[src/rtl/oss_pkg.sv]
/*
 * Shared constants and types of the oscillator source switch.
 * Assumes a 32-bit APB slave port and one 50 MHz core clock.
 */
package oss_pkg;
   // Register byte addresses
   localparam logic [7:0] OSS_TRIM_ADDR = 8'h38;
   localparam logic [7:0] OSS_STAT_ADDR = 8'h3C;
   localparam logic [7:0] OSS_CONF_ADDR = 8'h40;

   // Reset values
   localparam logic [7:0] OSS_TRIM_RESET = 8'h80;
   localparam logic [1:0] OSS_SEL_RESET = 2'h0;

   // Field positions
   localparam int OSS_STAT_REQ_BIT = 0;
   localparam int OSS_STAT_ENG_BIT = 1;
   localparam int OSS_CONF_SEL_LSB = 0;
   localparam int OSS_CONF_OUTEN_BIT = 2;

   // Core clock rate
   localparam int OSS_CORE_CLK_MHZ = 50;

   // Source select codes
   typedef enum logic [1:0] {
      OSS_SRC_INT  = 2'b00,
      OSS_SRC_EXT  = 2'b01,
      OSS_SRC_RC   = 2'b10,
      OSS_SRC_XTAL = 2'b11
   } oss_src_type;

   // Function of the shared second oscillator pin
   typedef enum logic [1:0] {
      OSS_PIN_PORT   = 2'b00,
      OSS_PIN_AMP    = 2'b01,
      OSS_PIN_CLKOUT = 2'b10
   } oss_pin_fn_type;

   // Switch sequence states
   typedef enum logic [2:0] {
      OSS_SW_INT   = 3'b000,
      OSS_SW_EDGE1 = 3'b001,
      OSS_SW_EDGE2 = 3'b010,
      OSS_SW_ALIGN = 3'b011,
      OSS_SW_FLAG  = 3'b100,
      OSS_SW_EXT   = 3'b101
   } oss_sw_type;

   // Status register contents
   typedef struct packed {
      logic engaged;
      logic request;
   } oss_stat_type;

   // Second pin drive
   typedef struct packed {
      logic drive;
      logic oe_n;
   } oss_pin_type;
endpackage

[src/rtl/oss_sync.sv]
/*
 * Two-stage synchroniser for pin inputs.
 * Assumes the input is asynchronous to core_clk.
 */
`timescale 1ns/1ns
module oss_sync #(
   parameter int W = 1
) (
   input wire logic core_clk,
   input wire logic nrst,
   input wire logic ce,
   input wire logic [W-1:0] din,
   output logic [W-1:0] dout
);
   logic [W-1:0] meta_r;

   // First stage feeds only the second
   always_ff @(posedge core_clk or negedge nrst) begin
      if (!nrst) begin
         meta_r <= '0;
         dout <= '0;
      end else if (ce) begin
         meta_r <= din;
         dout <= meta_r;
      end
   end
endmodule // oss_sync

[src/rtl/oss_int_osc.sv]
/*
 * Digital model of the trimmable internal oscillator.
 * Assumes the trim value and run enable come from core_clk logic.
 */
`timescale 1ns/1ns
module oss_int_osc #(
   parameter int TRIM_BASE = 1
) (
   input wire logic core_clk,
   input wire logic nrst,
   input wire logic ce,
   input wire logic run,
   input wire logic [7:0] trim,
   output logic osc_lvl
);
   logic [8:0] cnt_r;
   logic [8:0] half_len;

   generate
      if (TRIM_BASE < 1 || TRIM_BASE > 255) begin : g_bad_base
         $error("TRIM_BASE out of range");
      end
   endgenerate

   // Larger trim gives a longer half period
   assign half_len = 9'(TRIM_BASE) + {1'b0, trim};

   always_ff @(posedge core_clk or negedge nrst) begin
      if (!nrst) begin
         cnt_r <= 9'h000;
         osc_lvl <= 1'b0;
      end else if (ce) begin
         if (!run) begin
            cnt_r <= 9'h000;
            osc_lvl <= 1'b0;
         end else if (cnt_r + 9'h001 >= half_len) begin
            cnt_r <= 9'h000;
            osc_lvl <= ~osc_lvl;
         end else begin
            cnt_r <= cnt_r + 9'h001;
         end
      end
   end
endmodule // oss_int_osc

[src/rtl/oss_source_switch.sv]
/*
 * Oscillator source selection, glitch-free switch to an external clock,
 * trim register and second-pin function, with an APB register port.
 * Assumes all clocks are modelled as levels sampled by core_clk.
 */
// The APB register port was chosen for this implementation.
// Summary of operation
// - Drive source clock and half-rate clock
// - Run from internal oscillator after reset
// - 8-bit trim; larger value, longer period
// - Trim resets to midpoint 0x80
// - External select makes pin one a clock input
// - Wait two external rising edges first
// - Switch without glitch or short pulse
// - Set engaged flag, then stop internal oscillator
// - Internal restarts only on reset; no fallback
// - Direct clock drives source, halved for half-rate
// - Direct clock: pin two is port I/O
// - Crystal: pin two is amplifier output
// - Internal/RC: output enable picks clock or port
// - Select codes: internal, direct, RC, crystal
// - Switch request cleared by reset
// - Stop halts source, half-rate and output clocks
`timescale 1ns/1ns
module oss_source_switch #(
   parameter int TRIM_BASE = 1
) (
   input wire logic core_clk,
   input wire logic nrst,
   input wire logic ce,
   input wire logic psel,
   input wire logic penable,
   input wire logic pwrite,
   input wire logic [7:0] paddr,
   input wire logic [31:0] pwdata,
   input wire logic [3:0] pstrb,
   output logic [31:0] prdata,
   output logic pready,
   output logic pslverr,
   input wire logic stop_mode,
   input wire logic clock_in_pin,
   output logic clock_in_enable,
   output logic clock_out_pin_o,
   output logic clock_out_pin_oe_n,
   output logic [1:0] clock_out_fn,
   output logic source_rate_clock,
   output logic half_rate_clock,
   output logic internal_osc_run
);
   // Register state
   logic [7:0] trim_register_r;
   oss_pkg::oss_src_type source_select_r;
   logic clock_out_enable_r;
   logic external_switch_request_r;
   logic external_engaged_status_r;

   // Bus handshake state
   logic pready_r;
   logic pslverr_r;
   logic [31:0] prdata_r;
   logic [31:0] rd_nxt;
   logic bus_access;
   logic bus_start;
   logic wr_en;

   // Clock path state
   logic ext_lvl;
   logic ext_prev_r;
   logic ext_rise;
   logic int_lvl;
   logic src_lvl;
   logic src_r;
   logic half_r;
   logic sel_ext_r;
   logic run_r;
   oss_pkg::oss_sw_type sw_state_r;
   oss_pkg::oss_sw_type sw_state_nxt;

   // Pin function state
   oss_pkg::oss_pin_fn_type pin_fn_now;
   oss_pkg::oss_pin_type pin_nxt;
   logic clock_in_enable_r;
   logic clock_out_pin_r;
   logic clock_out_oe_n_r;
   logic [1:0] clock_out_fn_r;

   generate
      if (TRIM_BASE < 1 || TRIM_BASE > 255) begin : g_bad_base
         $error("TRIM_BASE out of range");
      end
   endgenerate

   function automatic logic addr_hit(input logic [7:0] a, input logic [7:0] reg_a);
      return a == reg_a;
   endfunction

   function automatic logic addr_known(input logic [7:0] a);
      return addr_hit(a, oss_pkg::OSS_TRIM_ADDR)
         || addr_hit(a, oss_pkg::OSS_STAT_ADDR)
         || addr_hit(a, oss_pkg::OSS_CONF_ADDR);
   endfunction

   // Function of the second pin for a select code and enable
   function automatic oss_pkg::oss_pin_fn_type pin_fn(
      input oss_pkg::oss_src_type sel,
      input logic outen
   );
      oss_pkg::oss_pin_fn_type fn;
      case (sel)
         oss_pkg::OSS_SRC_XTAL: begin
            fn = oss_pkg::OSS_PIN_AMP;
         end
         oss_pkg::OSS_SRC_EXT: begin
            fn = oss_pkg::OSS_PIN_PORT;
         end
         default: begin
            if (outen) begin
               fn = oss_pkg::OSS_PIN_CLKOUT;
            end else begin
               fn = oss_pkg::OSS_PIN_PORT;
            end
         end
      endcase
      return fn;
   endfunction

   // Bus qualifiers
   assign bus_access = psel && penable;
   assign bus_start = bus_access && !pready_r;
   assign wr_en = bus_access && pready_r && pwrite;

   // One wait state: ready rises one cycle into the access phase
   always_ff @(posedge core_clk or negedge nrst) begin
      if (!nrst) begin
         pready_r <= 1'b0;
      end else if (ce) begin
         pready_r <= bus_start;
      end
   end

   // Unmapped addresses answer with an error
   always_ff @(posedge core_clk or negedge nrst) begin
      if (!nrst) begin
         pslverr_r <= 1'b0;
      end else if (ce) begin
         pslverr_r <= bus_start && !addr_known(paddr);
      end
   end

   // Read word of the addressed register
   always_comb begin
      rd_nxt = 32'h0000_0000;
      if (addr_hit(paddr, oss_pkg::OSS_TRIM_ADDR)) begin
         rd_nxt[7:0] = trim_register_r;
      end else if (addr_hit(paddr, oss_pkg::OSS_STAT_ADDR)) begin
         rd_nxt[oss_pkg::OSS_STAT_REQ_BIT] = external_switch_request_r;
         rd_nxt[oss_pkg::OSS_STAT_ENG_BIT] = external_engaged_status_r;
      end else if (addr_hit(paddr, oss_pkg::OSS_CONF_ADDR)) begin
         rd_nxt[oss_pkg::OSS_CONF_SEL_LSB +: 2] = source_select_r;
         rd_nxt[oss_pkg::OSS_CONF_OUTEN_BIT] = clock_out_enable_r;
      end
   end

   // Read data is held until the transfer completes
   always_ff @(posedge core_clk or negedge nrst) begin
      if (!nrst) begin
         prdata_r <= 32'h0000_0000;
      end else if (ce) begin
         if (bus_start) begin
            if (pwrite) begin
               prdata_r <= 32'h0000_0000;
            end else begin
               prdata_r <= rd_nxt;
            end
         end
      end
   end

   // Trim register
   always_ff @(posedge core_clk or negedge nrst) begin
      if (!nrst) begin
         trim_register_r <= oss_pkg::OSS_TRIM_RESET;
      end else if (ce) begin
         if (wr_en && pstrb[0] && addr_hit(paddr, oss_pkg::OSS_TRIM_ADDR)) begin
            trim_register_r <= pwdata[7:0];
         end
      end
   end

   // Switch request bit
   always_ff @(posedge core_clk or negedge nrst) begin
      if (!nrst) begin
         external_switch_request_r <= 1'b0;
      end else if (ce) begin
         if (wr_en && pstrb[0] && addr_hit(paddr, oss_pkg::OSS_STAT_ADDR)) begin
            external_switch_request_r <= pwdata[oss_pkg::OSS_STAT_REQ_BIT];
         end
      end
   end

   // Source select and clock output enable
   always_ff @(posedge core_clk or negedge nrst) begin
      if (!nrst) begin
         source_select_r <= oss_pkg::oss_src_type'(oss_pkg::OSS_SEL_RESET);
         clock_out_enable_r <= 1'b0;
      end else if (ce) begin
         if (wr_en && pstrb[0] && addr_hit(paddr, oss_pkg::OSS_CONF_ADDR)) begin
            source_select_r <= oss_pkg::oss_src_type'(pwdata[oss_pkg::OSS_CONF_SEL_LSB +: 2]);
            clock_out_enable_r <= pwdata[oss_pkg::OSS_CONF_OUTEN_BIT];
         end
      end
   end

   // Clock pin passes two flip-flops
   oss_sync #(
      .W(1)
   ) u_pin_sync (
      .core_clk(core_clk),
      .nrst(nrst),
      .ce(ce),
      .din(clock_in_pin),
      .dout(ext_lvl)
   );

   // Internal oscillator
   oss_int_osc #(
      .TRIM_BASE(TRIM_BASE)
   ) u_int_osc (
      .core_clk(core_clk),
      .nrst(nrst),
      .ce(ce),
      .run(run_r),
      .trim(trim_register_r),
      .osc_lvl(int_lvl)
   );

   // Rising edges of the external clock; idle level is low
   always_ff @(posedge core_clk or negedge nrst) begin
      if (!nrst) begin
         ext_prev_r <= 1'b0;
      end else if (ce) begin
         ext_prev_r <= ext_lvl;
      end
   end

   assign ext_rise = ext_lvl && !ext_prev_r;

   // Switch sequence
   always_comb begin
      sw_state_nxt = sw_state_r;
      case (sw_state_r)
         oss_pkg::OSS_SW_INT: begin
            if (external_switch_request_r && source_select_r != oss_pkg::OSS_SRC_INT) begin
               sw_state_nxt = oss_pkg::OSS_SW_EDGE1;
            end
         end
         oss_pkg::OSS_SW_EDGE1: begin
            if (ext_rise) begin
               sw_state_nxt = oss_pkg::OSS_SW_EDGE2;
            end
         end
         oss_pkg::OSS_SW_EDGE2: begin
            if (ext_rise) begin
               sw_state_nxt = oss_pkg::OSS_SW_ALIGN;
            end
         end
         oss_pkg::OSS_SW_ALIGN: begin
            if (!ext_lvl && !int_lvl) begin
               sw_state_nxt = oss_pkg::OSS_SW_FLAG;
            end
         end
         oss_pkg::OSS_SW_FLAG: begin
            sw_state_nxt = oss_pkg::OSS_SW_EXT;
         end
         oss_pkg::OSS_SW_EXT: begin
            sw_state_nxt = oss_pkg::OSS_SW_EXT;
         end
         default: begin
            sw_state_nxt = oss_pkg::OSS_SW_INT;
         end
      endcase
   end

   always_ff @(posedge core_clk or negedge nrst) begin
      if (!nrst) begin
         sw_state_r <= oss_pkg::OSS_SW_INT;
      end else if (ce) begin
         sw_state_r <= sw_state_nxt;
      end
   end

   // Mux moves only while both clocks are low
   always_ff @(posedge core_clk or negedge nrst) begin
      if (!nrst) begin
         sel_ext_r <= 1'b0;
      end else if (ce) begin
         if (sw_state_r == oss_pkg::OSS_SW_ALIGN && sw_state_nxt == oss_pkg::OSS_SW_FLAG) begin
            sel_ext_r <= 1'b1;
         end
      end
   end

   // Engaged flag comes before the oscillator stops
   always_ff @(posedge core_clk or negedge nrst) begin
      if (!nrst) begin
         external_engaged_status_r <= 1'b0;
      end else if (ce) begin
         if (sw_state_r == oss_pkg::OSS_SW_FLAG) begin
            external_engaged_status_r <= 1'b1;
         end
      end
   end

   // Internal oscillator restarts only through reset
   always_ff @(posedge core_clk or negedge nrst) begin
      if (!nrst) begin
         run_r <= 1'b1;
      end else if (ce) begin
         if (sw_state_r == oss_pkg::OSS_SW_EXT) begin
            run_r <= 1'b0;
         end
      end
   end

   // Selected source level
   assign src_lvl = sel_ext_r ? ext_lvl : int_lvl;

   always_ff @(posedge core_clk or negedge nrst) begin
      if (!nrst) begin
         src_r <= 1'b0;
      end else if (ce) begin
         if (stop_mode) begin
            src_r <= 1'b0;
         end else begin
            src_r <= src_lvl;
         end
      end
   end

   // Half rate toggles on each rising source edge
   always_ff @(posedge core_clk or negedge nrst) begin
      if (!nrst) begin
         half_r <= 1'b0;
      end else if (ce) begin
         if (!stop_mode && src_lvl && !src_r) begin
            half_r <= ~half_r;
         end
      end
   end

   // Second pin drive
   assign pin_fn_now = pin_fn(source_select_r, clock_out_enable_r);

   always_comb begin
      pin_nxt.drive = 1'b0;
      pin_nxt.oe_n = 1'b1;
      case (pin_fn_now)
         oss_pkg::OSS_PIN_CLKOUT: begin
            pin_nxt.drive = src_lvl && !stop_mode;
            pin_nxt.oe_n = 1'b0;
         end
         oss_pkg::OSS_PIN_AMP: begin
            pin_nxt.drive = !ext_lvl;
            pin_nxt.oe_n = 1'b0;
         end
         default: begin
            pin_nxt.drive = 1'b0;
            pin_nxt.oe_n = 1'b1;
         end
      endcase
   end

   always_ff @(posedge core_clk or negedge nrst) begin
      if (!nrst) begin
         clock_in_enable_r <= 1'b0;
         clock_out_pin_r <= 1'b0;
         clock_out_oe_n_r <= 1'b1;
         clock_out_fn_r <= 2'h0;
      end else if (ce) begin
         clock_in_enable_r <= (source_select_r != oss_pkg::OSS_SRC_INT);
         clock_out_pin_r <= pin_nxt.drive;
         clock_out_oe_n_r <= pin_nxt.oe_n;
         clock_out_fn_r <= pin_fn_now;
      end
   end

   // Outputs straight from flip-flops
   assign prdata = prdata_r;
   assign pready = pready_r;
   assign pslverr = pslverr_r;
   assign clock_in_enable = clock_in_enable_r;
   assign clock_out_pin_o = clock_out_pin_r;
   assign clock_out_pin_oe_n = clock_out_oe_n_r;
   assign clock_out_fn = clock_out_fn_r;
   assign source_rate_clock = src_r;
   assign half_rate_clock = half_r;
   assign internal_osc_run = run_r;
endmodule // oss_source_switch

[config.mk]
export PLATFORM = sky130hd
export DESIGN_NAME = oss_source_switch
export DESIGN_NICKNAME = d
export VERILOG_FILES = /design/src/rtl/oss_pkg.sv /design/src/rtl/oss_sync.sv /design/src/rtl/oss_int_osc.sv /design/src/rtl/oss_source_switch.sv
export SDC_FILE = /design/constraint.sdc
export NUM_CORES = 1
export LEC_CHECK = 0
export ABC_CLOCK_PERIOD_IN_PS = 2200
export BUFFER_PORTS_ARGS = -buffer_cell sky130_fd_sc_hd__buf_4
export CORE_MARGIN = 4
export CORE_UTILIZATION = 35
export CTS_CLUSTER_DIAMETER = 100
export DETAILED_ROUTE_END_ITERATION = 10
export GPL_TIMING_DRIVEN = 0
export MAX_ROUTING_LAYER = met4
export PLACE_DENSITY = 0.69
export SETUP_SLACK_MARGIN = 0.5
export SKIP_CTS_REPAIR_TIMING = 1
export SYNTH_ARGS = -nofsm -noshare
export SYNTH_HDL_FRONTEND = slang
export SYNTH_HIERARCHICAL = 1
export SYNTH_SLANG_ARGS = --single-unit
[constraint.sdc]
create_clock -name core_clk -period 2.2 [get_ports core_clk]
set_input_delay 0.11 -clock core_clk [delete_from_list [all_inputs] [get_ports core_clk]]
set_output_delay 0.11 -clock core_clk [all_outputs]
set_load 0.005 [all_outputs]
* Word-level counts from Yosys, hierarchy flattened
Index checks and enable logic that the tools add are counted.
Storage, ports and cells: flip-flop bits (word level) 72, word-level logic and storage cells 97
Operators by class: add/subtract/negate cells 2, magnitude comparators 1, eq/ne operators 14, muxes and demuxes 20, bitwise logic cells 2, reduce and logical (&&, ||, !) cells 36
Operators with widths (count):
- 2-to-1 mux 3 bit | 6
- 2-to-1 mux 9 bit | 2
- AND reduction 2 bit | 9
- equality test 8 x 6 -> 1 bit (second input constant) | 2
- logical AND 1 bit | 15
- case mux 3 bit (5 select lines) | 1
- adder 1 x 8 -> 9 bit (first input constant) | 1
- adder 9 x 1 -> 9 bit (second input constant) | 1
- equality test 3 bit (second input constant) | 3
- greater-or-equal comparator 9 bit | 1
- equality test 8 x 7 -> 1 bit (second input constant) | 1
- 2-to-1 mux 8 bit | 1
- case mux 2 bit (2 select lines) | 2
- logical NOT 1 bit | 7
- equality test 3 x 2 -> 1 bit (second input constant) | 2
- 2-to-1 mux 1 bit | 5
- 2-to-1 mux 5 bit | 1
- equality test 2 x 1 -> 1 bit (second input constant) | 2
- equality test 2 bit (second input constant) | 2
- 2-to-1 mux 2 bit | 2
- equality test 3 x 1 -> 1 bit (second input constant) | 1
- logical NOT 3 bit | 1
- logical OR 1 bit | 2
- inequality test 2 x 1 -> 1 bit (second input constant) | 1
- other kinds (3) | 4

* Depth between registers and ports, before layout
Gate-level depths: netlist (run 1).
depth in word-level cells 7, mapped depth 9, mapped depth without buffers 9

* Hierarchy
The synthesis (run 1) kept the hierarchy.
Modules (own cells, without submodules):
- oss_source_switch | times used 1, cells an instance 157, area an instance 1770.4 um2
- oss_int_osc | times used 1, cells an instance 105, area an instance 968.4 um2
- oss_sync | times used 1, cells an instance 4, area an instance 72.6 um2

* Worst setup path before layout (run 1)
No wires, ideal clock.
path kind flip-flop to flip-flop, from register u_int_osc.cnt_r[0], to register u_int_osc.osc_lvl, library setup time 0.134 ns, arrival 2.133 ns, data required time 2.066 ns, slack -0.067 ns, stages on the path, launching flop included 10, clock period less this slack 2.267 ns, cells stage by stage dfrtp_1 ha_1 nand3_4 or3_1 nand2_1 ha_1 a211oi_1 o211a_1 o21a_2 o32ai_2
On the way: word-level cells in the longest chain between the ends 4
RTL lines:
- start, declared | line oss_int_osc.sv:16 | logic [8:0] cnt_r;
- start signal, assigned | line oss_int_osc.sv:40 | cnt_r <= cnt_r + 9'h001;
- adder 9 x 1 -> 9 bit | line oss_int_osc.sv:36 | end else if (cnt_r + 9'h001 >= half_len) begin
- greater-or-equal comparator 9 bit | line oss_int_osc.sv:36
- inequality test 2 x 1 -> 1 bit (no source line)
- AND reduction 2 bit (no source line)
- end signal, assigned | line oss_int_osc.sv:38 | osc_lvl <= ~osc_lvl;
- end, declared | line oss_int_osc.sv:14 | output logic osc_lvl
No other way between the ends. A chain may end at the register's enable or synchronous reset.

* Final worst setup path (run 1)
from register u_int_osc.cnt_r[0], to register u_int_osc.cnt_r[8]
On the way: word-level cells in the longest chain between the ends 4
RTL lines:
- adder 9 x 1 -> 9 bit * | line oss_int_osc.sv:36, oss_int_osc.sv:40
- greater-or-equal comparator 9 bit | line oss_int_osc.sv:36
- 2-to-1 mux 9 bit * | line oss_int_osc.sv:36
- 2-to-1 mux 9 bit * | line oss_int_osc.sv:33 | if (!run) begin
Every way passes the cells marked *; elsewhere a longest branch is shown, timed or not.

==> results of run 1 <==
[area by class of cell]
cell class              count  area [um^2]  area share (%)
plain buffers              30          205            5.63
clock buffers               6         72.6            1.99
clock inverters             1         30.0           0.823
inverters                  19         71.3            1.96
multi-input cells         192         1560            42.8
flip-flops and latches     48         1210            33.2
well taps                 102          128            3.50
repair buffers             48          367            10.1
[metal layers]
layer	share of wire [%]	vias to the layer above
li1	-	1067
met1	46	1094
met2	47	74
met3	5.2	12
met4	2.0	0
met5	0	-
[flip-flops by register name, summed over array words and instances (netlist names), 2 cells and up]
name             cells
u_int_osc/cnt_r      9
prdata               8
trim_register_r      8
sw_state_r           3
clock_out_fn         2
source_select_r      2
[power by group through the flow]
stage          clock (uW)  sequential, uW  combinational (uW)
2_1_floorplan           0            1080                 377
3_3_place_gp            0            1100                 541
3_5_place_dp            0            1110                 560
4_1_cts               639            1090                 564
5_1_grt               673            1110                 722
6_report              625            1090                 643
[worst min path at each step]
stage	start	endpoint	slack, ns
2_1_floorplan	nrst	clock_in_enable$_DFFE_PN0P_	-0.19
3_3_place_gp	nrst	pready$_DFFE_PN0P_	0.16
3_5_place_dp	nrst	pready$_DFFE_PN0P_	0.16
4_1_cts	nrst	pready$_DFFE_PN0P_	-0.18
5_1_grt	pwdata[2]	clock_out_enable_r$_DFFE_PN0P_	0.03
6_report	pwdata[0]	source_select_r[0]$_DFFE_PN0P_	0.04
[cells by family (layout without fill, tap and decap cells)]
family / count (synthesis) / in the layout / share of synthesized area (%)
AOI/OAI and AO/OA: 56 / 56 / 15.1
xor gates and xnor gates: 13 / 13 / 4.32
adders and majority gates: 11 / 11 / 4.90
buffers and inverters: 49 / 104 / 9.83
DFF: 48 / 48 / 42.9
muxes: 18 / 18 / 7.16
other: 1 / 24 / 0.133
and+or+nand+nor: 70 / 70 / 15.7
[cell usage in the layout, fill, tap and decap left out, types with 4 or more instances in the layout]
master / n
sky130_fd_sc_hd__xnor2_1: 4
sky130_fd_sc_hd__dfrtp_2: 6
sky130_fd_sc_hd__inv_1: 19
sky130_fd_sc_hd__o21ai_1: 5
sky130_fd_sc_hd__buf_4: 70
sky130_fd_sc_hd__dfrtp_1: 39
sky130_fd_sc_hd__clkbuf_1: 5
sky130_fd_sc_hd__nor3_1: 4
sky130_fd_sc_hd__nand2_1: 13
sky130_fd_sc_hd__mux2_2: 14
sky130_fd_sc_hd__o21ai_0: 12
sky130_fd_sc_hd__nand3_1: 5
sky130_fd_sc_hd__nor2_1: 7
sky130_fd_sc_hd__nand4_1: 5
sky130_fd_sc_hd__a22o_1: 7
sky130_fd_sc_hd__ha_1: 7
sky130_fd_sc_hd__conb_1: 24
sky130_fd_sc_hd__xor2_1: 6
sky130_fd_sc_hd__clkbuf_8: 5
[stage by stage]
step / hold slack (ns) / TNS [ns] / instances / area (um^2) / power [uW]
floorplan: -0.186 / 0 / 289 / 2930 / 1450
global placement: 0.162 / -1.09 / 433 / 3370 / 1650
detailed placement: 0.162 / -1.38 / 433 / 3370 / 1670
CTS: -0.179 / -1.66 / 440 / 3470 / 2290
global route: 0.0303 / -0.658 / 446 / 3650 / 2500
finish: 0.0354 / -0.168 / 446 / 3650 / 2360
==> results.txt, run 1 <==
The run finished, with violations left. The checks that failed: negative setup slack. Setup repair after global routing could not meet its margin everywhere. The count of nets left with antenna violations once routing finished came out at 0.

The placement-stage worst setup slack is -0.224 ns. The count of yosys warnings during synthesis is 6. The sequential group share of total power came out at 46.3%. For this run, the top clock speed supported by timing is 0.444 GHz.

Among the stages of the critical path, the cell type that occurs most often is sky130_fd_sc_hd__ha_4. The worst-case reg-to-reg path depth came out at 9. The core box area came out at 7770 um^2. In this run the worst setup path terminates at u_int_osc/cnt_r[8]$_DFFE_PN0P_. The count of final max-slew check failures came out at 0. The tree is rooted in a sky130_fd_sc_hd__clkbuf_8. The sum of buffers and inverters on the critical path came out at 0. The wire length of the first global-routing pass came out at 10400 um. The final weighted congestion of routability-driven global placement is 0.811. The leakage power is 0.00170 uW.

The number of sinks on the clock net came out at 48. The TritonCTS buffer count came out at 5. The H-tree was split into 2 levels. The floorplan step set the die height to 97.6 um. After detailed routing, the number of remaining DRC violations is 0. The via count of the first global-routing pass is 2112. The final core area utilization is 47.0%. In this run, distinct cell masters in the synthesized netlist total 65.

The clock slew at the register clock pins of the worst setup and hold paths is 0.09 ns. For this design, the slowest cell found on the critical path is sky130_fd_sc_hd__dfrtp_2. The first detailed-routing pass took 4 iterations.

The signal on the critical path passes through ha_4 > nand3_4 > or3_1 > nand2_2 > ha_4 > a211oi_2 > o211a_4 > o21a_4 > a31o_1. The final worst-path cycle share came out at 102%. The setup slack of the worst register-to-register path came out at -0.05 ns.

Summing every instance area after synthesis gives 2810 um^2. The total power density per cell area came out at 647 nW/um^2. The tightest min-delay check is of the primary input to flop type. sky130_fd_sc_hd__dfrtp_1 is the most common cell in the netlist.

The pin count of the biggest net entering global routing came out at 49. The number of rows created at floorplan is 32. Headroom to the max-slew limit came out at 48.7%.

The count of cell instances traversed by the critical path is 9. The area overhead of the layout relative to synthesis is 29.7%. The category of the worst setup path capture point is a flop.

In the synthesized netlist the async set-or-reset flop fraction comes to 100%. The met3 track demand over resource in global routing came out at 2.94%. The combinational cell fraction of total power is 27.2%.

The gate count of the mapped netlist is 266. The portion of the post-synthesis area used by sequential elements is 42.9%. The total wirelength of the detailed-routed design came out at 6400 um. The endpoint required time on the critical path came out at 2.44 ns. The number of top-level pins is 94. After the first detailed-routing iteration, the DRC count stood at 91. In this run the mean area of a mapped cell was 10.6 um^2. The largest voltage drop on the vdd net is 312 uV. The cell family with the largest share of critical-path delay is compound AO/OA/AOI/OAI gates.

The post-synthesis cell type with the largest combined area is sky130_fd_sc_hd__dfrtp_1. In this run the critical register-to-register path is captured at u_int_osc/cnt_r[8]$_DFFE_PN0P_. The setup slack after layout came out at -0.0547 ns. The clock skew after layout is 0.0118 ns.

Clock latency on the worst-skew pair, taken at its later pin, is 0.31 ns. The total of flip-flops plus latches after synthesis is 48. The startpoint identified for the worst register-to-register timing path is u_int_osc/cnt_r[0]$_DFFE_PN0P_. The delay contributed by the slowest stage of the critical path is 0.43 ns.

By count the netlist is led by sky130_fd_sc_hd__dfrtp_1, sky130_fd_sc_hd__buf_4, sky130_fd_sc_hd__inv_1, sky130_fd_sc_hd__o21ai_0. Global routing used 13.5% of the available tracks. Ranked by total cell area, the synthesized netlist is headed by sky130_fd_sc_hd__dfrtp_1, sky130_fd_sc_hd__buf_4, sky130_fd_sc_hd__mux2_2. The highest-utilization routing layer at the global route stage is met2. Detailed placement ended at an HPWL of 4660 um. The number of hold violations in the final report came to 0.

The switching share of power is 29.9%. For the finished layout, the period the worst path requires is 2.25 ns. The number of antenna violations at the first check in global routing came out at 0. The share of final-layout standard cells stronger than drive strength 1 is 39.2%.

The maximum fanout along the worst path is 8. The top cell type's share of synthesized area is 40.1%. The worst setup path is launched from a flop. The worst-case clock buffer depth is 2.

In the global route stage, met2 resource usage came out at 19.6%. The worst hold path cell count came out at 2. TritonCTS built the clock tree. The critical path is of the flop to flop type.

The antenna diode count came out at 0. The max-capacitance violation count came out at 0. Setup violations remaining at the end of the flow were counted as 6. The clock network power share came out at 26.5%. The final route contains 2247 vias. For this design the total switching power over the nets is 707 uW. The count of buffers inserted at the top-level ports came out at 42. In this run the horizontal extent of the chip is 97.6 um. The routed length per placed instance is 14.4 um. STA puts the critical path data arrival time at 2.49 ns. The full die area came out at 9530 um^2. The most critical setup path has its startpoint at u_int_osc/cnt_r[0]$_DFFE_PN0P_. The starting utilization of the core area is 36.2%. Counting the fill cells in the layout gives 741. The average via count per standard cell came out at 5.04. For this run the aggregate overflow at the end of global routing stands at 0.

The met1 usage in global routing is 18.4%. In the synthesized netlist the dominant register cell turns out to be sky130_fd_sc_hd__dfrtp_1. The pin slew with the least headroom to its limit came out at 0.763 ns. The layout net count is 407. Internal power comes to 1650 uW. The number of flops mapped to enable cells by yosys is 0.
Note: power is estimated with default switching activity, not from simulation.
==> run 2: changes to the inputs <==
- SYNTH_HIERARCHICAL: 1 -> not set
==> run 2 against run 1 <==
Compared with the run above:
- the flow still finishes with violations (negative setup slack)
- sequential cell count is the same
- register-to-register slack lost 0.37 ns
- sequential share of layout area shrank 0.49 points
- synthesized area shrank 2.9%
- worst hold slack lost 0.0015 ns
- worst setup slack lost 0.37 ns
- first-iteration DRC count shrank 11%
- non-clock buffer count grew 12
==> results.txt, run 2 <==
The number of distinct library cells after synthesis came out at 50. Of all nets on the critical path, the largest fanout is 6. The vertical extent of the die came out at 96.3 um.

The pin count of the biggest net entering global routing came out at 49. The worst-case reg-to-reg path depth is 12. At the end of the flow the core is filled with cells to 49.9%. The area share of xor/xnor cells in the synthesized design came out at 4.17%. Measured against its own limit, the worst slew margin works out to 58.9%. The category of the worst setup path launch point is a flop. The area overhead of the layout relative to synthesis is 35.5%. After synthesis, the cell types taking the most area are sky130_fd_sc_hd__dfrtp_1, sky130_fd_sc_hd__buf_4, sky130_fd_sc_hd__mux2_2.

The die covers 9280 um^2. The longest clock path from root to sink contains 2 buffers. The total track usage came out at 13.4%. The critical path ends at u_int_osc.cnt_r[5]$_DFFE_PN0P_. The flip-flop count of the largest register, all copies and words added came out at 9. The pin slew with the least headroom to its limit came out at 0.616 ns. The setup slack of the worst register-to-register path is -0.43 ns. The total power density per cell area is 567 nW/um^2. The number of hold violations in the final report is 0. The HPWL reported at the end of detailed placement came out at 4460 um.

The number of sinks on the clock net came out at 48. The met3 track demand over resource in global routing is 2.89%. The non-filler instance count after layout came out at 452. Routability-driven placement finished with a final weighted congestion of 0.777. The tree is rooted in a sky130_fd_sc_hd__clkbuf_8.

In this run the tool buffered the top-level ports with 40 buffer cells. The share of total power dissipated in combinational logic is 15.8%. The completed layout was analyzed and its total power is 2100 uW. The clock slew at the register clock pins of the worst setup and hold paths came out at 0.10 ns. Internal power comes to 1580 uW. The synthesized design contains 0 enable-type register cells. The final reports fail on negative setup slack. The most used flip-flop cell after synthesis is sky130_fd_sc_hd__dfrtp_1. In the layout the commonest cells are sky130_fd_sc_hd__buf_4, sky130_fd_sc_hd__dfrtp_1, sky130_fd_sc_hd__nand2_1, sky130_fd_sc_hd__conb_1, sky130_fd_sc_hd__o21ai_0. Counting flops per register, the top entry is u_int_osc.cnt_r.

In the synthesized netlist, the number of instances is 265. In this run, flip-flops and latches consume 48.5% of the power. The simple-gate share of the synthesized area is 16.7%.

The number of violations reported at the end of detailed-routing iteration 0 is 81. The latest clock arrival within the worst-skew pair is 0.30 ns. Setup total negative slack on the finished layout was measured at -3.71 ns. Setup repair after global routing could not meet its margin everywhere.

The max-capacitance violation count came out at 0. Buffers inserted during clock tree synthesis total 5. The setup slack after layout came out at -0.428 ns.

The library cell used most frequently in the layout, excluding fill and tap cells, is sky130_fd_sc_hd__buf_4. The number of inserted filler cells in the final layout is 667. The smallest clock period supported by the final layout is computed as 2.63 ns. Before antenna repair, the detailed router went through 4 iterations. The repair_antennas step left the layout with diodes totalling 0. The highest clock frequency the design can meet came out at 0.381 GHz.

The complex-gate fraction of the synthesized area is 13.0%. The number of cells after detailed placement is 427. The share of async-settable or async-resettable flops after synthesis came out at 100%. The cell area after synthesis came out at 2730 um^2. At the worst endpoint, the required time is 2.43 ns. The number of top-level pins came out at 94. The top cell type's share of synthesized area is 41.2%. In the synthesized netlist, the cells that appear most often are sky130_fd_sc_hd__dfrtp_1, sky130_fd_sc_hd__nand2_1, sky130_fd_sc_hd__buf_4, sky130_fd_sc_hd__o21ai_0, sky130_fd_sc_hd__mux2_2.

The largest voltage drop on the vdd net came out at 290 uV. The class of the most critical hold timing path is primary input to flop. The number of H-tree branching levels is 2. The total overflow left after global routing is 0. Across all layers, the routed design uses 2164 vias. met2 is the most crowded layer. The number of rows created at floorplan came out at 31.

After synthesis, the share of cell area in mux cells is 7.33%. In this run the critical register-to-register path is launched from u_int_osc.cnt_r[1]$_DFFE_PN0P_. The total of flip-flops plus latches after synthesis came out at 48. After Yosys synthesis, full adders, half adders and majority gates account for 5.04% of the synthesized area.

In the routed layout, each cell is associated on average with a via count of 4.79. The switching share of power is 24.8%. The flow ran to the end, but the final reports show violations. The critical path starts at u_int_osc.cnt_r[1]$_DFFE_PN0P_.

The number of antenna violations at the first check in global routing is 0. The die boundary width is 96.3 um. The final antenna-violating net count came out at 0. The count of final max-slew check failures came out at 0. The wire length of the first global-routing pass is 9430 um. The post-route netlist has 40.2% of its cells at a drive strength greater than 1.

The count of yosys warnings during synthesis is 0. STA classifies the critical path endpoint as a flop. The met2 track demand over resource in global routing came out at 22.5%. By area, the combinational part of the netlist is dominated by simple AND/OR/NAND/NOR gates. The via count of the first global-routing pass came out at 2012. The clock skew after layout came out at 0.0113 ns. For this block, the routed nets add up to 6180 um of wire. The post-synthesis cell type with the largest combined area is sky130_fd_sc_hd__dfrtp_1. The leakage power came out at 0.00180 uW. The final number of setup-violating endpoints came out at 10. In this run the most critical hold path is launched from pwdata[6].

The detailed-route DRC error count is 0. The layout net count came out at 415. For this configuration, the core starts out at a cell density of 36.9%. The portion of the post-synthesis area used by sequential elements is 44.1%. In this run the critical register-to-register path is captured at u_int_osc.cnt_r[5]$_DFFE_PN0P_. The met1 usage in global routing is 16.8%. By startpoint and endpoint, the worst setup path is classified as flop to flop. The switching power of the nets is 521 uW. In this run the standard cell core region covers 7410 um^2. The final worst-path cycle share came out at 119%.

The clock network power share came out at 35.7%. The routed length per placed instance came out at 13.7 um. The clock tree from TritonCTS is done. The arrival time reported for the critical path endpoint came out at 2.86 ns. The synthesized area per cell is 10.3 um^2. Among all cell types in the netlist, the one instantiated most often is sky130_fd_sc_hd__dfrtp_1.
run 2: cell types whose count changed in the layout (fill, tap and decap cells not counted), moves of 4 or more:
cell and delta:
sky130_fd_sc_hd__nand2_1 +11, sky130_fd_sc_hd__inv_1 -9, sky130_fd_sc_hd__buf_4 +8, sky130_fd_sc_hd__nor2_1 +4, sky130_fd_sc_hd__o21ai_0 +4, sky130_fd_sc_hd__o2bb2ai_2 +4
run 2: cell families after synthesis:
family          Yosys count
simple gates             80
buf+inv                  43
other cells               1
flops                    48
mux                      18
xor+xnor                 13
compound gates           51
fa+ha+maj                11
run 2: final cells by class:
cell class / instances / area (um^2) / area share, %
Multi-Input combinational cell: 197 / 1520 / 41.0
Tap cell: 99 / 124 / 3.35
Timing Repair Buffer: 57 / 447 / 12.1
Sequential cell: 48 / 1210 / 32.7
Buffer: 33 / 229 / 6.19
Clock buffer: 6 / 72.6 / 1.96
Inverter: 10 / 37.5 / 1.01
Clock inverter: 2 / 60.1 / 1.62
run 2: worst min-delay path by stage:
stage / cells past startpoint / slack (ns) / endpoint
2_1_floorplan: 0 / -0.19 / clock_in_enable$_DFFE_PN0P_
3_3_place_gp: 1 / 0.17 / u_int_osc.cnt_r[8]$_DFFE_PN0P_
3_5_place_dp: 1 / 0.18 / u_int_osc.cnt_r[8]$_DFFE_PN0P_
4_1_cts: 1 / -0.16 / prdata[7]$_DFFE_PN0P_
5_1_grt: 2 / 0.02 / trim_register_r[6]$_DFFE_PN0P_
6_report: 2 / 0.03 / trim_register_r[6]$_DFFE_PN0P_
run 2: critical path: stages (launching register included):
cell and delay, ns:
sky130_fd_sc_hd__dfrtp_1 0.42, sky130_fd_sc_hd__ha_4 0.17, sky130_fd_sc_hd__nand3_4 0.12, sky130_fd_sc_hd__or3_4 0.44
sky130_fd_sc_hd__nand2_4 0.08, sky130_fd_sc_hd__ha_4 0.20, sky130_fd_sc_hd__a211oi_2 0.17, sky130_fd_sc_hd__o21ai_1 0.10
sky130_fd_sc_hd__a211o_1 0.33, sky130_fd_sc_hd__buf_6 0.16, sky130_fd_sc_hd__buf_12 0.12, sky130_fd_sc_hd__nor4_4 0.13
sky130_fd_sc_hd__a211o_1 0.13
run 2: power by group through the flow:
stage / logic, uW / clock network [uW] / registers, uW
floorplan: 208 / 0 / 1020
global placement: 319 / 0 / 1030
detailed placement: 330 / 0 / 1030
CTS: 329 / 763 / 1020
global route: 374 / 804 / 1030
finish: 332 / 749 / 1020
run 2: metal layers:
| layer | routed length (um) | part of all wire [%] |
|---|---|---|
| met1 | 2610 | 42 |
| met2 | 3230 | 52 |
| met3 | 301 | 4.9 |
| met4 | 28 | 0.45 |
| met5 | 0 | 0 |
run 2: stage by stage:
stage	hold WS, ns	area (um^2)	setup slack (ns)
global placement	0.169	3310	-0.387
global route	0.0191	3700	-0.539
detailed placement	0.175	3310	-0.462
CTS	-0.155	3440	-0.475
floorplan	-0.186	2890	-0.181
finish	0.0339	3700	-0.428
==> run 3: changes to the inputs <==
- CTS_BUF_LIST: not set -> sky130_fd_sc_hd__clkbuf_8
==> run 3 against run 2 <==
Compared with the run above:
- sequential cell count is the same
- design area unchanged
- die area stayed put
- non-clock buffer count unchanged
- clock power is 0.5% lower
- wire length about the same
- sequential share of layout area did not move
- sequential power about the same
- worst hold slack got worse by 0.0010 ns
- the run still ends with negative setup slack left
==> results.txt, run 3 (same netlist as run 2, synthesis figures left out) <==
The flow ran to the end, but the final reports show violations. The checks that failed: negative setup slack. The routed length per placed instance is 13.7 um. The cell family with the largest share of critical-path delay is simple AND/OR/NAND/NOR gates. Leaving out fill and tap cells, the most frequent cell in the layout is sky130_fd_sc_hd__buf_4. The worst register-to-register path begins at u_int_osc.cnt_r[1]$_DFFE_PN0P_. Clock tree synthesis selected as its root buffer the cell sky130_fd_sc_hd__clkbuf_8. The number of hold violations in the final report is 0. At the end of routability-driven placement, the weighted congestion stood at 0.777.

The detailed-route DRC error count came out at 0. The final core area utilization is 49.9%. The total wirelength of the detailed-routed design is 6170 um.

The number of cells after detailed placement is 427. The worst hold path begins at pwdata[6]. The number of top-level pins is 94. For the pin with the worst max-slew slack, the measured transition is 0.616 ns. The antenna diode count is 0.

For this block, the via count after detailed routing is 2163. The clock tree from TritonCTS is done. Global routing consumed, over all layers together, 13.4% of the routing resources.

The clock slew at the register clock pins of the worst setup and hold paths is 0.10 ns. Walking the worst path, the cells encountered are ha_4 > nand3_4 > or3_4 > nand2_4 > ha_4 > a211oi_2 > o21ai_1 > a211o_1 > buf_6 > buf_12 > nor4_4 > a211o_1. The TritonCTS buffer count is 5. The full die area is 9280 um^2. Across all register-to-register paths, the minimum setup slack is -0.43 ns. In this run the tool buffered the top-level ports with 40 buffer cells. At the later pin of the worst-skew pair, clock insertion delay measures 0.30 ns. The final worst-path cycle share is 119%. The multi-input gate area in the final layout is 1520 um^2. The core box area came out at 7410 um^2.

From bottom edge to top edge, the die measures 96.3 um. The final number of setup-violating endpoints is 10. The total power density per cell area is 566 nW/um^2. The first global-routing pass estimated 9430 um of wire. Once detailed placement completed, the half-perimeter wirelength came to 4460 um. The maximum fanout along the worst path is 6. The share of final-layout standard cells stronger than drive strength 1 came out at 40.2%. Setup repair after global routing could not meet its margin everywhere.

The category of the worst setup path capture point is a flop. Global routing consumed, on the met2 layer, 22.5% of the routing resources. The number of violations reported at the end of detailed-routing iteration 0 is 79. The iteration count of the initial detailed-routing pass came out at 4. The first element of the critical path is u_int_osc.cnt_r[1]$_DFFE_PN0P_. The worst-case clock buffer depth came out at 2. Subtracting the final worst setup slack from the clock period gives 2.63 ns. The category of the critical setup timing path is flop to flop.

The number of rows created at floorplan is 31. Global routing consumed, on the met3 layer, 2.89% of the routing resources. The worst-case reg-to-reg path depth is 12. The delay contributed by the slowest stage of the critical path is 0.44 ns.

The leakage power came out at 0.00180 uW. The non-filler instance count after layout came out at 452. The number of sinks on the clock net is 48.

The worst setup path is launched from a flop. The flip-flop count of the largest register, all copies and words added is 9. The number of antenna violations at the first check in global routing is 0. In the layout the commonest cells are sky130_fd_sc_hd__buf_4, sky130_fd_sc_hd__dfrtp_1, sky130_fd_sc_hd__nand2_1, sky130_fd_sc_hd__conb_1, sky130_fd_sc_hd__o21ai_0. The initial utilization of the core area, before any placement, comes to 36.9%. In this run the most used layer during global routing was met2. The end point of the worst hold path is trim_register_r[6]$_DFFE_PN0P_. The die boundary width came out at 96.3 um.

The area overhead of the layout relative to synthesis is 35.5%. Timing would allow up to 0.381 GHz. Fill cells in the final layout number 667.

The layout net count came out at 415. The sum of buffers and inverters on the critical path came out at 2. The final antenna-violating net count came out at 0.

The largest voltage drop on the vdd net came out at 290 uV. The worst hold path cell count is 2. Summing all flip-flop and latch instances after layout gives 1210 um^2. The endpoint required time on the critical path is 2.43 ns. The slowest stage of the critical path is the sky130_fd_sc_hd__or3_4 cell.

The pin count of the biggest net entering global routing came out at 49. STA puts the critical path data arrival time at 2.86 ns. For this run the aggregate overflow at the end of global routing stands at 0.

The relative max-transition margin came out at 58.9%. The number of H-tree branching levels came out at 2. The average via count per standard cell is 4.79.

The met1 usage in global routing is 16.8%. The max-capacitance violation count came out at 0. The end of the worst register-to-register path is u_int_osc.cnt_r[5]$_DFFE_PN0P_. The count of final max-slew check failures is 0.

After layout, the worst setup slack is -0.428 ns. The register with the most flip-flops is u_int_osc.cnt_r. On the final layout, the worst clock skew is 0.0118 ns.

The via count of the first global-routing pass is 2012. The min-delay analysis places its worst path in the category primary input to flop.
-- run 3: area by class of cell --
cell class,count,area share (%)
buffer,33,6.19
clock buffer,5,1.86
clock inverter,3,1.73
inverter,10,1.01
multi-input combinational,197,41.0
sequential,48,32.7
tap,99,3.35
timing repair buffer,57,12.1
-- run 3: power breakdown --
group | total (uW) | switching [uW] | leakage [uW] | internal, uW
Combinational | 332 | 165 | 0.00111 | 167
Sequential | 1020 | 60.9 | 0.000620 | 956
Clock | 745 | 296 | 0.0000695 | 450
-- run 3: worst max-delay path by stage --
stage,to,cells after the start
floorplan,u_int_osc.cnt_r[4]$_DFFE_PN0P_,10
global placement,u_int_osc.cnt_r[0]$_DFFE_PN0P_,11
detailed placement,u_int_osc.cnt_r[2]$_DFFE_PN0P_,11
finish,u_int_osc.cnt_r[5]$_DFFE_PN0P_,12
global route,u_int_osc.cnt_r[5]$_DFFE_PN0P_,12
CTS,u_int_osc.cnt_r[2]$_DFFE_PN0P_,11
-- run 3: routing by layer --
| layer | up-vias | part of all wire [%] |
|---|---|---|
| met5 | - | 0 |
| met4 | 0 | 0.45 |
| met3 | 2 | 4.7 |
| met2 | 56 | 52 |
| met1 | 1031 | 43 |
| li1 | 1074 | - |
-- run 3: worst register-to-register path: stages, from the launching register on --
cell	delay, ns
sky130_fd_sc_hd__dfrtp_1	0.42
sky130_fd_sc_hd__ha_4	0.17
sky130_fd_sc_hd__nand3_4	0.12
sky130_fd_sc_hd__or3_4	0.44
sky130_fd_sc_hd__nand2_4	0.08
sky130_fd_sc_hd__ha_4	0.20
sky130_fd_sc_hd__a211oi_2	0.17
sky130_fd_sc_hd__o21ai_1	0.10
sky130_fd_sc_hd__a211o_1	0.33
sky130_fd_sc_hd__buf_6	0.16
sky130_fd_sc_hd__buf_12	0.12
sky130_fd_sc_hd__nor4_4	0.13
sky130_fd_sc_hd__a211o_1	0.13
-- run 3: metrics by stage --
| step | hold slack, ns | cell area, um^2 | setup TNS, ns | total power [uW] | setup WS, ns |
|---|---|---|---|---|---|
| final | 0.0328 | 3700 | -3.71 | 2090 | -0.428 |
| after global placement | 0.169 | 3310 | -2.67 | 1350 | -0.387 |
| after floorplan | -0.186 | 2890 | -0.925 | 1230 | -0.181 |
| after detailed placement | 0.175 | 3310 | -3.28 | 1360 | -0.462 |
| after CTS | -0.156 | 3440 | -3.37 | 2100 | -0.475 |
| after global routing | 0.0188 | 3700 | -4.74 | 2200 | -0.539 |
